--- config.mk ---
export PLATFORM = sky130hd
export DESIGN_NAME = hpm_host_port
export DESIGN_NICKNAME = d
export VERILOG_FILES = /design/src/hpm_host_port.v /design/src/hpm_msg_mem.v
export VERILOG_INCLUDE_DIRS = /design/src /design/src/common
export SDC_FILE = /design/constraint.sdc
export NUM_CORES = 2
export LEC_CHECK = 0
export CAP_MARGIN = 10
export CORE_MARGIN = 4
export CORE_UTILIZATION = 50
export CTS_CLUSTER_DIAMETER = 50
export CTS_CLUSTER_SIZE = 24
export DETAILED_ROUTE_END_ITERATION = 10
export DONT_BUFFER_PORTS = 1
export PLACE_DENSITY = 0.63
export SYNTH_ARGS = -nofsm -noshare
export SYNTH_HDL_FRONTEND = slang
export SYNTH_SLANG_ARGS = --single-unit
export TNS_END_PERCENT = 50
--- constraint.sdc ---
create_clock -name CLOCK -period 18.35 [get_ports CLOCK]
set_input_delay 3.67 -clock CLOCK [delete_from_list [all_inputs] [get_ports CLOCK]]
set_output_delay 3.67 -clock CLOCK [all_outputs]
set_load 0.01 [all_outputs]
--- src/common/hpm_defines.vh ---
// Notes on behaviour
// - 32-bit host: all 32 data lines are taken in and driven out.
// - 16-bit host: upper 16 lines ignored on input, driven zero.
// - 8-bit host: upper 24 lines ignored on input, driven zero.
// - first read: ready drops, address latched, word fetched, piece out.
// - later reads of the same word come from the fetched copy.
// - write: ready high when able, piece latched on strobe release.
// - last piece completes the word, then the internal write occurs.
// - outstanding internal write with full queue holds ready low.
// - partial-packing status is nonzero while a word is half built.
// - 8-bit host needs four cycles per 32-bit word.
// - 32-bit host: two instructions in three transfers, order fixed.
// - 16-bit host: three transfers per instruction, order selectable.
// - 8-bit host: six byte transfers per instruction, order selectable.
// - eight message registers shared by host and core.
// - host write of vector register raises high-priority interrupt.
// - servicing pushes status stack, return pops it.
// - low 24 bits give routine address, upper 8 are data.
// - reset loads the vector register with its standard address.
// - interrupt request appears six cycles after the write.
// - a new write while pending replaces the pending address.
// - pending bit set on write, cleared on return.
// - host write during service is ignored.
// - order selector: clear low part first, set high part first.
`ifndef HPM_DEFINES_VH
`define HPM_DEFINES_VH
`define HPM_ADDR_CFG     4'h0
`define HPM_ADDR_STAT    4'h1
`define HPM_ADDR_VEC     4'h2
`define HPM_ADDR_FIFO    4'h3
`define HPM_MSG_BIT      3
`define HPM_CFG_RESET    32'h00000020
`define HPM_CFG_WID_HI   5
`define HPM_CFG_WID_LO   4
`define HPM_CFG_ORDER    6
`define HPM_CFG_FLUSH    7
`define HPM_CFG_PACK48   10
`define HPM_STAT_WPEND   12
`define HPM_STAT_VPEND   13
`define HPM_STAT_PART    14
`define HPM_W32          2'h0
`define HPM_W16          2'h1
`define HPM_VEC_RESET    32'h00000040
`define HPM_VEC_LATENCY  3'h6
`endif

--- src/hpm_host_port.v ---
`timescale 1ns/1ps
`include "hpm_defines.vh"
module hpm_host_port (
    input  wire        CLOCK,
    input  wire        RST,
    input  wire        CS_N,
    input  wire        RD_N,
    input  wire        WR_N,
    input  wire [3:0]  ADDR,
    input  wire [31:0] DATA_IN,
    output wire [31:0] DATA_OUT,
    output wire        DATA_OE_N,
    output wire        HOST_READY_OUT,
    output wire [47:0] FIFO_WR_WORD,
    output wire        FIFO_WR_VALID,
    input  wire        FIFO_WR_READY,
    output wire        FIFO_RD_REQ,
    input  wire [47:0] FIFO_RD_WORD,
    input  wire        FIFO_RD_VALID,
    input  wire [3:0]  CORE_ADDR,
    input  wire        CORE_WE,
    input  wire [31:0] CORE_WDATA,
    output wire [31:0] CORE_RDATA,
    output wire        VIRQ_REQ,
    output wire [23:0] VIRQ_TARGET,
    input  wire        VIRQ_ACK,
    input  wire        RETURN_FROM_IRQ,
    output wire        STATUS_PUSH,
    output wire        STATUS_POP
);
    // ***************************************************
    // states and helpers
    // ***************************************************
    localparam S_IDLE  = 6'h01;
    localparam S_FETCH = 6'h02;
    localparam S_LOAD  = 6'h04;
    localparam S_RDOUT = 6'h08;
    localparam S_WRACC = 6'h10;
    localparam S_WAIT  = 6'h20;

    function [2:0] npieces;
        input [1:0] w;
        input       p48;
        begin
            case (w)
                `HPM_W32: npieces = p48 ? 3'h3 : 3'h1;
                `HPM_W16: npieces = p48 ? 3'h3 : 3'h2;
                default:  npieces = p48 ? 3'h6 : 3'h4;
            endcase
        end
    endfunction

    function [31:0] wmask;
        input [1:0] w;
        begin
            case (w)
                `HPM_W32: wmask = 32'hFFFFFFFF;
                `HPM_W16: wmask = 32'h0000FFFF;
                default:  wmask = 32'h000000FF;
            endcase
        end
    endfunction

    function [6:0] poff;
        input [2:0] c;
        input [1:0] w;
        input       msw;
        input       p48;
        reg   [6:0] pw;
        reg   [6:0] tot;
        begin
            pw  = (w == `HPM_W32) ? 7'h20 : (w == `HPM_W16) ? 7'h10 : 7'h08;
            tot = p48 ? 7'h30 : 7'h20;
            poff = msw ? (tot - ({4'h0, c} + 7'h01) * pw)
                       : ({4'h0, c} * pw);
        end
    endfunction

    // ***************************************************
    // pin synchronisers
    // ***************************************************
    reg        cs1_reg, cs2_reg, rd1_reg, rd2_reg, wr1_reg, wr2_reg;
    reg [3:0]  a1_reg, a2_reg;
    reg [31:0] d1_reg, d2_reg;
    always @(posedge CLOCK or posedge RST) begin
        if (RST) begin
            cs1_reg <= 1'b0;
            cs2_reg <= 1'b0;
            rd1_reg <= 1'b0;
            rd2_reg <= 1'b0;
            wr1_reg <= 1'b0;
            wr2_reg <= 1'b0;
            a1_reg  <= 4'h0;
            a2_reg  <= 4'h0;
            d1_reg  <= 32'h00000000;
            d2_reg  <= 32'h00000000;
        end else begin
            cs1_reg <= ~CS_N;
            cs2_reg <= cs1_reg;
            rd1_reg <= ~RD_N;
            rd2_reg <= rd1_reg;
            wr1_reg <= ~WR_N;
            wr2_reg <= wr1_reg;
            a1_reg  <= ADDR;
            a2_reg  <= a1_reg;
            d1_reg  <= DATA_IN;
            d2_reg  <= d1_reg;
        end
    end

    // ***************************************************
    // state registers
    // ***************************************************
    reg [5:0]  state_reg, state_next;
    reg [31:0] cfg_reg, vec_reg;
    reg [95:0] buf_reg, buf_next;
    reg [2:0]  cnt_reg, cnt_next;
    reg [3:0]  addr_reg;
    reg        ph_reg;
    reg        wq_valid_reg;
    reg [47:0] wq_word_reg;
    reg [31:0] dout_reg;
    reg        oe_n_reg;
    reg        vpend_reg, vserv_reg;
    reg [2:0]  vlat_reg;
    reg        push_reg, pop_reg;
    reg [31:0] core_rd_reg;
    reg        core_msg_reg;

    wire [31:0] mem_host_rd, mem_core_rd;
    wire [1:0]  width  = cfg_reg[`HPM_CFG_WID_HI:`HPM_CFG_WID_LO];
    wire        msw    = cfg_reg[`HPM_CFG_ORDER];
    wire        tfifo  = (addr_reg == `HPM_ADDR_FIFO);
    wire        tmsg   = addr_reg[`HPM_MSG_BIT];
    wire        p48    = cfg_reg[`HPM_CFG_PACK48] & tfifo;
    wire        w3248  = p48 & (width == `HPM_W32);
    wire [2:0]  last   = npieces(width, p48) - 3'h1;
    wire [6:0]  off    = poff(cnt_reg, width, msw, p48);
    wire [31:0] mask   = wmask(width);
    wire [31:0] din    = d2_reg & mask;
    wire        access = cs2_reg & (rd2_reg | wr2_reg);
    // only first piece, or second word of a pair, fetches
    wire need_fetch = (cnt_reg == 3'h0) | (w3248 & (cnt_reg == 3'h1));
    wire wr_done  = (state_reg == S_WRACC) & ~wr2_reg;
    wire wr_final = wr_done & (cnt_reg == last);
    wire wr_emit  = wr_done & tfifo & ((cnt_reg == last) |
                    (w3248 & (cnt_reg == 3'h1)));
    wire host_reg_we = wr_final & ~tfifo;
    wire vec_host_we = host_reg_we & (addr_reg == `HPM_ADDR_VEC);
    wire core_cfg = CORE_WE & (CORE_ADDR == `HPM_ADDR_CFG);
    wire flush = host_reg_we & (addr_reg == `HPM_ADDR_CFG) &
                 buf_next[`HPM_CFG_FLUSH] |
                 core_cfg & CORE_WDATA[`HPM_CFG_FLUSH];
    wire [31:0] status = {17'h0, (cnt_reg != 3'h0), vpend_reg,
                          wq_valid_reg, 12'h0};

    reg [31:0] reg_rd;
    always @* begin
        case (addr_reg)
            `HPM_ADDR_CFG:  reg_rd = cfg_reg;
            `HPM_ADDR_STAT: reg_rd = status;
            `HPM_ADDR_VEC:  reg_rd = vec_reg;
            default:        reg_rd = tmsg ? mem_host_rd : 32'h00000000;
        endcase
    end

    // ***************************************************
    // packing datapath
    // ***************************************************
    reg [31:0] piece;
    reg [47:0] emit;
    reg [95:0] shifted;
    always @* begin
        shifted  = buf_reg >> off;
        buf_next = buf_reg;
        piece    = 32'h00000000;
        emit     = {16'h0000, buf_reg[31:0]};
        if (w3248) begin
            // word1 hi, split middle, word2 hi
            case (cnt_reg)
                3'h0: piece = buf_reg[47:16];
                3'h1: piece = {buf_reg[63:48], buf_reg[15:0]};
                default: piece = buf_reg[95:64];
            endcase
        end else begin
            piece = shifted[31:0] & mask;
        end
        if (state_reg == S_FETCH && ph_reg) begin
            if (tfifo && w3248 && cnt_reg == 3'h1) begin
                buf_next[95:48] = FIFO_RD_WORD;
            end else if (tfifo) begin
                buf_next[47:0] = p48 ? FIFO_RD_WORD
                                     : {16'h0000, FIFO_RD_WORD[31:0]};
            end else begin
                buf_next[47:0] = {16'h0000, reg_rd};
            end
        end
        if (wr_done) begin
            if (w3248) begin
                case (cnt_reg)
                    3'h0: buf_next[47:16] = din;
                    3'h1: begin
                        buf_next[63:48] = din[31:16];
                        buf_next[15:0]  = din[15:0];
                    end
                    default: buf_next[95:64] = din;
                endcase
            end else begin
                buf_next = (buf_reg & ~({64'h0, mask} << off)) |
                           ({64'h0, din} << off);
            end
        end
        if (w3248) begin
            emit = (cnt_reg == 3'h1) ? buf_next[47:0] : buf_next[95:48];
        end else if (p48) begin
            emit = buf_next[47:0];
        end else begin
            emit = {16'h0000, buf_next[31:0]};
        end
    end

    // ***************************************************
    // host cycle sequencer
    // ***************************************************
    always @* begin
        state_next = state_reg;
        cnt_next   = cnt_reg;
        case (state_reg)
            S_IDLE: begin
                // ready drops as the access starts
                if (access && rd2_reg) begin
                    state_next = need_fetch ? S_FETCH : S_LOAD;
                end else if (access && !wq_valid_reg) begin
                    // full queue holds the write off
                    state_next = S_WRACC;
                end
            end
            S_FETCH: begin
                if (ph_reg && (!tfifo || FIFO_RD_VALID)) begin
                    state_next = S_LOAD;
                end
            end
            S_LOAD: state_next = S_RDOUT;
            S_RDOUT: begin
                if (!rd2_reg) begin
                    cnt_next   = (cnt_reg == last) ? 3'h0 : cnt_reg + 3'h1;
                    state_next = S_IDLE;
                end
            end
            S_WRACC: begin
                if (!wr2_reg) begin
                    cnt_next   = (cnt_reg == last) ? 3'h0 : cnt_reg + 3'h1;
                    state_next = S_WAIT;
                end
            end
            S_WAIT: state_next = S_IDLE;
            default: state_next = S_IDLE;
        endcase
        if (flush) begin
            cnt_next = 3'h0;
        end
    end

    always @(posedge CLOCK or posedge RST) begin
        if (RST) begin
            state_reg    <= S_IDLE;
            cnt_reg      <= 3'h0;
            buf_reg      <= 96'h0;
            addr_reg     <= 4'h0;
            ph_reg       <= 1'b0;
            dout_reg     <= 32'h00000000;
            oe_n_reg     <= 1'b1;
            wq_valid_reg <= 1'b0;
            wq_word_reg  <= 48'h0;
        end else begin
            state_reg <= state_next;
            cnt_reg   <= cnt_next;
            buf_reg   <= buf_next;
            ph_reg    <= (state_reg == S_FETCH) & ~(state_next == S_LOAD);
            if (state_reg == S_IDLE && access) begin
                addr_reg <= a2_reg;
            end
            if (state_reg == S_LOAD) begin
                dout_reg <= piece & mask;
                oe_n_reg <= 1'b0;
            end else if (state_reg != S_RDOUT || !rd2_reg) begin
                oe_n_reg <= 1'b1;
            end
            // completed word written to its target
            if (wr_emit) begin
                wq_valid_reg <= 1'b1;
                wq_word_reg  <= emit;
            end else if (FIFO_WR_READY) begin
                wq_valid_reg <= 1'b0;
            end
        end
    end

    // ***************************************************
    // config and vector interrupt
    // ***************************************************
    wire core_vec = CORE_WE & (CORE_ADDR == `HPM_ADDR_VEC);
    always @(posedge CLOCK or posedge RST) begin
        if (RST) begin
            cfg_reg   <= `HPM_CFG_RESET;
            vec_reg   <= `HPM_VEC_RESET;
            vpend_reg <= 1'b0;
            vserv_reg <= 1'b0;
            vlat_reg  <= 3'h0;
            push_reg  <= 1'b0;
            pop_reg   <= 1'b0;
        end else begin
            push_reg <= 1'b0;
            pop_reg  <= 1'b0;
            if (host_reg_we && addr_reg == `HPM_ADDR_CFG) begin
                cfg_reg <= buf_next[31:0] & ~(32'h1 << `HPM_CFG_FLUSH);
            end else if (core_cfg) begin
                cfg_reg <= CORE_WDATA & ~(32'h1 << `HPM_CFG_FLUSH);
            end
            if (vec_host_we && !vserv_reg) begin
                vec_reg   <= buf_next[31:0];
                vpend_reg <= 1'b1;
            end else if (core_vec) begin
                vec_reg <= CORE_WDATA;
            end
            // six-cycle latency, kept running on rewrite
            if (vec_host_we && !vserv_reg && !vpend_reg) begin
                vlat_reg <= `HPM_VEC_LATENCY - 3'h1;
            end else if (vlat_reg != 3'h0) begin
                vlat_reg <= vlat_reg - 3'h1;
            end
            // push on service entry, even during a host write
            if (VIRQ_REQ && VIRQ_ACK) begin
                vserv_reg <= 1'b1;
                push_reg  <= 1'b1;
            end else if (vserv_reg && RETURN_FROM_IRQ) begin
                vserv_reg <= 1'b0;
                vpend_reg <= 1'b0;
                pop_reg   <= 1'b1;
            end
        end
    end

    // ***************************************************
    // message registers and core read
    // ***************************************************
    // eight shared message registers
    hpm_msg_mem u_msg (
        .clk     (CLOCK),
        .a_we    (host_reg_we & tmsg),
        .a_addr  (addr_reg[2:0]),
        .a_wdata (buf_next[31:0]),
        .a_rdata (mem_host_rd),
        .b_we    (CORE_WE & CORE_ADDR[`HPM_MSG_BIT]),
        .b_addr  (CORE_ADDR[2:0]),
        .b_wdata (CORE_WDATA),
        .b_rdata (mem_core_rd)
    );

    always @(posedge CLOCK or posedge RST) begin
        if (RST) begin
            core_rd_reg  <= 32'h00000000;
            core_msg_reg <= 1'b0;
        end else begin
            core_msg_reg <= CORE_ADDR[`HPM_MSG_BIT];
            case (CORE_ADDR)
                `HPM_ADDR_CFG:  core_rd_reg <= cfg_reg;
                `HPM_ADDR_STAT: core_rd_reg <= status;
                `HPM_ADDR_VEC:  core_rd_reg <= vec_reg;
                default:        core_rd_reg <= 32'h00000000;
            endcase
        end
    end

    // ***************************************************
    // outputs
    // ***************************************************
    // ready low while an access is held, except in S_RDOUT and S_WRACC
    assign HOST_READY_OUT = ~access | (state_reg == S_RDOUT) |
                            (state_reg == S_WRACC);
    assign DATA_OUT      = dout_reg;
    assign DATA_OE_N     = oe_n_reg;
    assign FIFO_WR_WORD  = wq_word_reg;
    assign FIFO_WR_VALID = wq_valid_reg;
    assign FIFO_RD_REQ   = (state_reg == S_FETCH) & ~ph_reg & tfifo;
    assign CORE_RDATA    = core_msg_reg ? mem_core_rd : core_rd_reg;
    assign VIRQ_REQ      = vpend_reg & ~vserv_reg & (vlat_reg == 3'h0);
    // low 24 bits are the routine address
    assign VIRQ_TARGET   = vec_reg[23:0];
    assign STATUS_PUSH   = push_reg;
    assign STATUS_POP    = pop_reg;
endmodule // hpm_host_port

--- src/hpm_msg_mem.v ---
`timescale 1ns/1ps
module hpm_msg_mem (
    input  wire        clk,
    input  wire        a_we,
    input  wire [2:0]  a_addr,
    input  wire [31:0] a_wdata,
    output reg  [31:0] a_rdata,
    input  wire        b_we,
    input  wire [2:0]  b_addr,
    input  wire [31:0] b_wdata,
    output reg  [31:0] b_rdata
);
    reg [31:0] mem [0:7];

    // host port written last so it wins a same-word collision
    always @(posedge clk) begin
        if (b_we) begin
            mem[b_addr] <= b_wdata;
        end
        if (a_we) begin
            mem[a_addr] <= a_wdata;
        end
        a_rdata <= mem[a_addr];
        b_rdata <= mem[b_addr];
    end
endmodule // hpm_msg_mem
==> results.cfg <==
[timing]
post-route-period-util = 0.3591
whs_ns = 0.3451
hold_violations = 0
finalSetupTns_ns = 0
setup_viol = 0
rsz0062_at_grt = false
worst_pin_slew_ns = 1.200
slew_viol_final = 0
relSlewSlack = 0.2003
fmax_ghz = 0.1517
skew_ns = 0.05159
post-route-min-period_ns = 6.590

[clock_tree]
cts_resized = 0
clk_latency_ns = 0.66
path_clk_slew_ns = 0.07
clock-root-buffer = clkbuf_16
cts_buffers = 79
tritoncts = built
holdBufCountCts = 0
cts_buffer_depth = 3
numClockSinks = 693
htree_num_levels = 3
cts_setup_buffers = 0

[setup_path]
start_kind = register
crit_type = register to register
arrival_ns = 6.95
cp_slowest_stage_delay_ns = 0.89
cp_top_family = compound AO/OA/AOI/OAI gates
end_kind = register
worstPathCellList = and4bb_2 -> buf_4 -> and2_1 -> buf_4 -> inv_1 -> ha_1 -> inv_1 -> ha_1 -> o21a_1 -> nor2_1 -> xor2_2 -> mux2i_2 -> o211ai_1 -> and2_1 -> o21ai_1 -> o21ai_0
reg2reg_setup_slack_ns = 11.76
cp_data_required_time_ns = 18.71
critical_path_buf_inv_count = 4
critPathMaxFanout = 36
cp_slowest_cell = dfrtp_1

[yosys]
yosysWarningCount = 0
synth_top_area_share = 0.2470
synth.distinct_cells = 100
synth_top_area_cell = dfrtp_1
syn_area_mm2 = 0.03739
synthTopCellsByCount = nand2_1, dfrtp_1, a22oi_1, clkbuf_1, edfxtp_1
synth-seq-cells = 693
ys_seq_area_frac = 0.4896
synth_edf_count = 256
synth-async-reset-ratio = 0.5382
synth_area_per_cell_um2 = 9.543
syn_inst = 3918
yosysMostFrequentCell = nand2_1
synth_area_leaders = dfrtp_1, edfxtp_1, a22oi_1, nand2_1, dfxtp_1
synth_ff_type = dfrtp_1
synth_fp_nets = 4064

[routing]
drt_iter0_markers = 6046
antenna_left = 0
via_per_inst = 7.240
drc_errors = 0
routed_wl_um = 168000
wire_per_inst_um = 35.39
routed-via-count = 34375
drt_first_pass_iters = 10

[place]
gp_congestion = 1.052
hpwl_um = 113400
portBuffers = 0
dpl_cell_area_mm2 = 0.03799

[floorplanning]
io_pins = 273
die_x_um = 281.5
fp.dieH_um = 281.5
start_util = 0.5031
core_area_mm2 = 0.07432
die_area_mm2 = 0.07922
fp-row-count = 100

[global_route]
first_global_vias = 31834
grt_usage = 0.4115
overflow = 0
grt_max_degree = 147
grt_first_pass_wirelength_um = 236400
antenna_found_initial = 19

[cells_and_area]
finish.instance_area_mm2 = 0.04083
final_nets = 3839
seqCellArea_mm2 = 0.01831
largest_register_ffs = 256
area_growth_pct = 9.213
multi_input_area_mm2 = 0.01724
drive_gt1_frac = 0.1176
n_fill_cell = 6632

[power_and_ir_drop]
ir_worst_vdd_mv = 0.1186
power_density_mw_per_mm2 = 170.9
power_leakage_nw = 16.42

[status]
status = finished, final reports clean

[hold_path]
hp-class = register to register

[flow_run]
cap_violations = 0
## cells by family (layout without fill, tap and decap cells)
| group | after synthesis | after routing | share of synthesized area |
|---|---|---|---|
| compound gates | 1435 | 1435 | 0.2552 |
| simple gates | 1096 | 1096 | 0.1369 |
| flops | 693 | 693 | 0.4896 |
| buf+inv | 500 | 342 | 0.05662 |
| mux | 163 | 163 | 0.05200 |
| fa+ha+maj | 16 | 16 | 0.005756 |
| xor+xnor | 15 | 15 | 0.003916 |
| other cells | 0 | 19 | 0 |
## worst paths after layout
path,endpoint,depth (start not counted),startpoint
setup / recovery,u_msg.mem[1][20]$_DFFE_PP_,16,addr_reg[0]$_DFFE_PP0P_
hold / removal,d2_reg[6]$_DFF_PP0_,0,d1_reg[6]$_DFF_PP0_
setup reg to reg,u_msg.mem[1][20]$_DFFE_PP_,16,addr_reg[0]$_DFFE_PP0P_
hold reg to reg,d2_reg[6]$_DFF_PP0_,0,d1_reg[6]$_DFF_PP0_
max in group asynchronous,buf_reg[38]$_DFF_PP0_,4,RST
min in group asynchronous,core_rd_reg[3]$_DFF_PP0_,1,RST
## report_power, final
part / leakage, nW / total (mW) / internal [mW] / switching (mW)
Sequential: 7.33 / 2.37 / 1.84 / 0.527
Combinational: 7.75 / 2.93 / 0.951 / 1.98
Clock: 1.34 / 1.68 / 0.898 / 0.783
Total: 16.4 / 6.98 / 3.69 / 3.29
## metrics by stage
step,util,setup slack (ns),cells,total power [mW]
floorplan,-,4.328,3918,4.003
global placement,0.5112,11.82,4581,5.154
detailed placement,0.5112,11.77,4581,5.144
CTS,0.5488,11.98,4729,6.811
global route,0.5491,11.55,4738,7.182
finish,0.5494,11.76,4748,6.977
## layout make-up
cell class,count,area share
flip-flops and latches,693,0.4483
multi-input cells,2725,0.4223
clock buffers,88,0.05071
well taps,969,0.02969
repair buffers,128,0.02384
clock inverters,60,0.01771
inverters,66,0.006251
diodes,19,0.001164
## metal layers
metal	global-route usage	routed length (µm)	vias up
li1	-	-	14322
met1	0.5648	63940	16615
met3	0.1714	28000	508
met2	0.5782	68060	2922
met4	0.1659	7950	8
met5	0	57	-
## placed cells by master, fill, tap and decap left out, types with 30 or more instances in the layout
master and instances:
nand2_1 535, dfrtp_1 369, a22oi_1 359, edfxtp_1 256, a21oi_1 242, o21ai_0 232
o21ai_1 171, buf_4 127, nor2_1 111, nand3_1 108, and3_1 98, mux2i_1 94
a211oi_1 90, clkbuf_16 79, nand4_1 74, dfxtp_1 64, a22o_1 62, inv_1 60
mux2_2 47, a221oi_1 30
No activity file was read; power rests on OpenSTA's default activity.
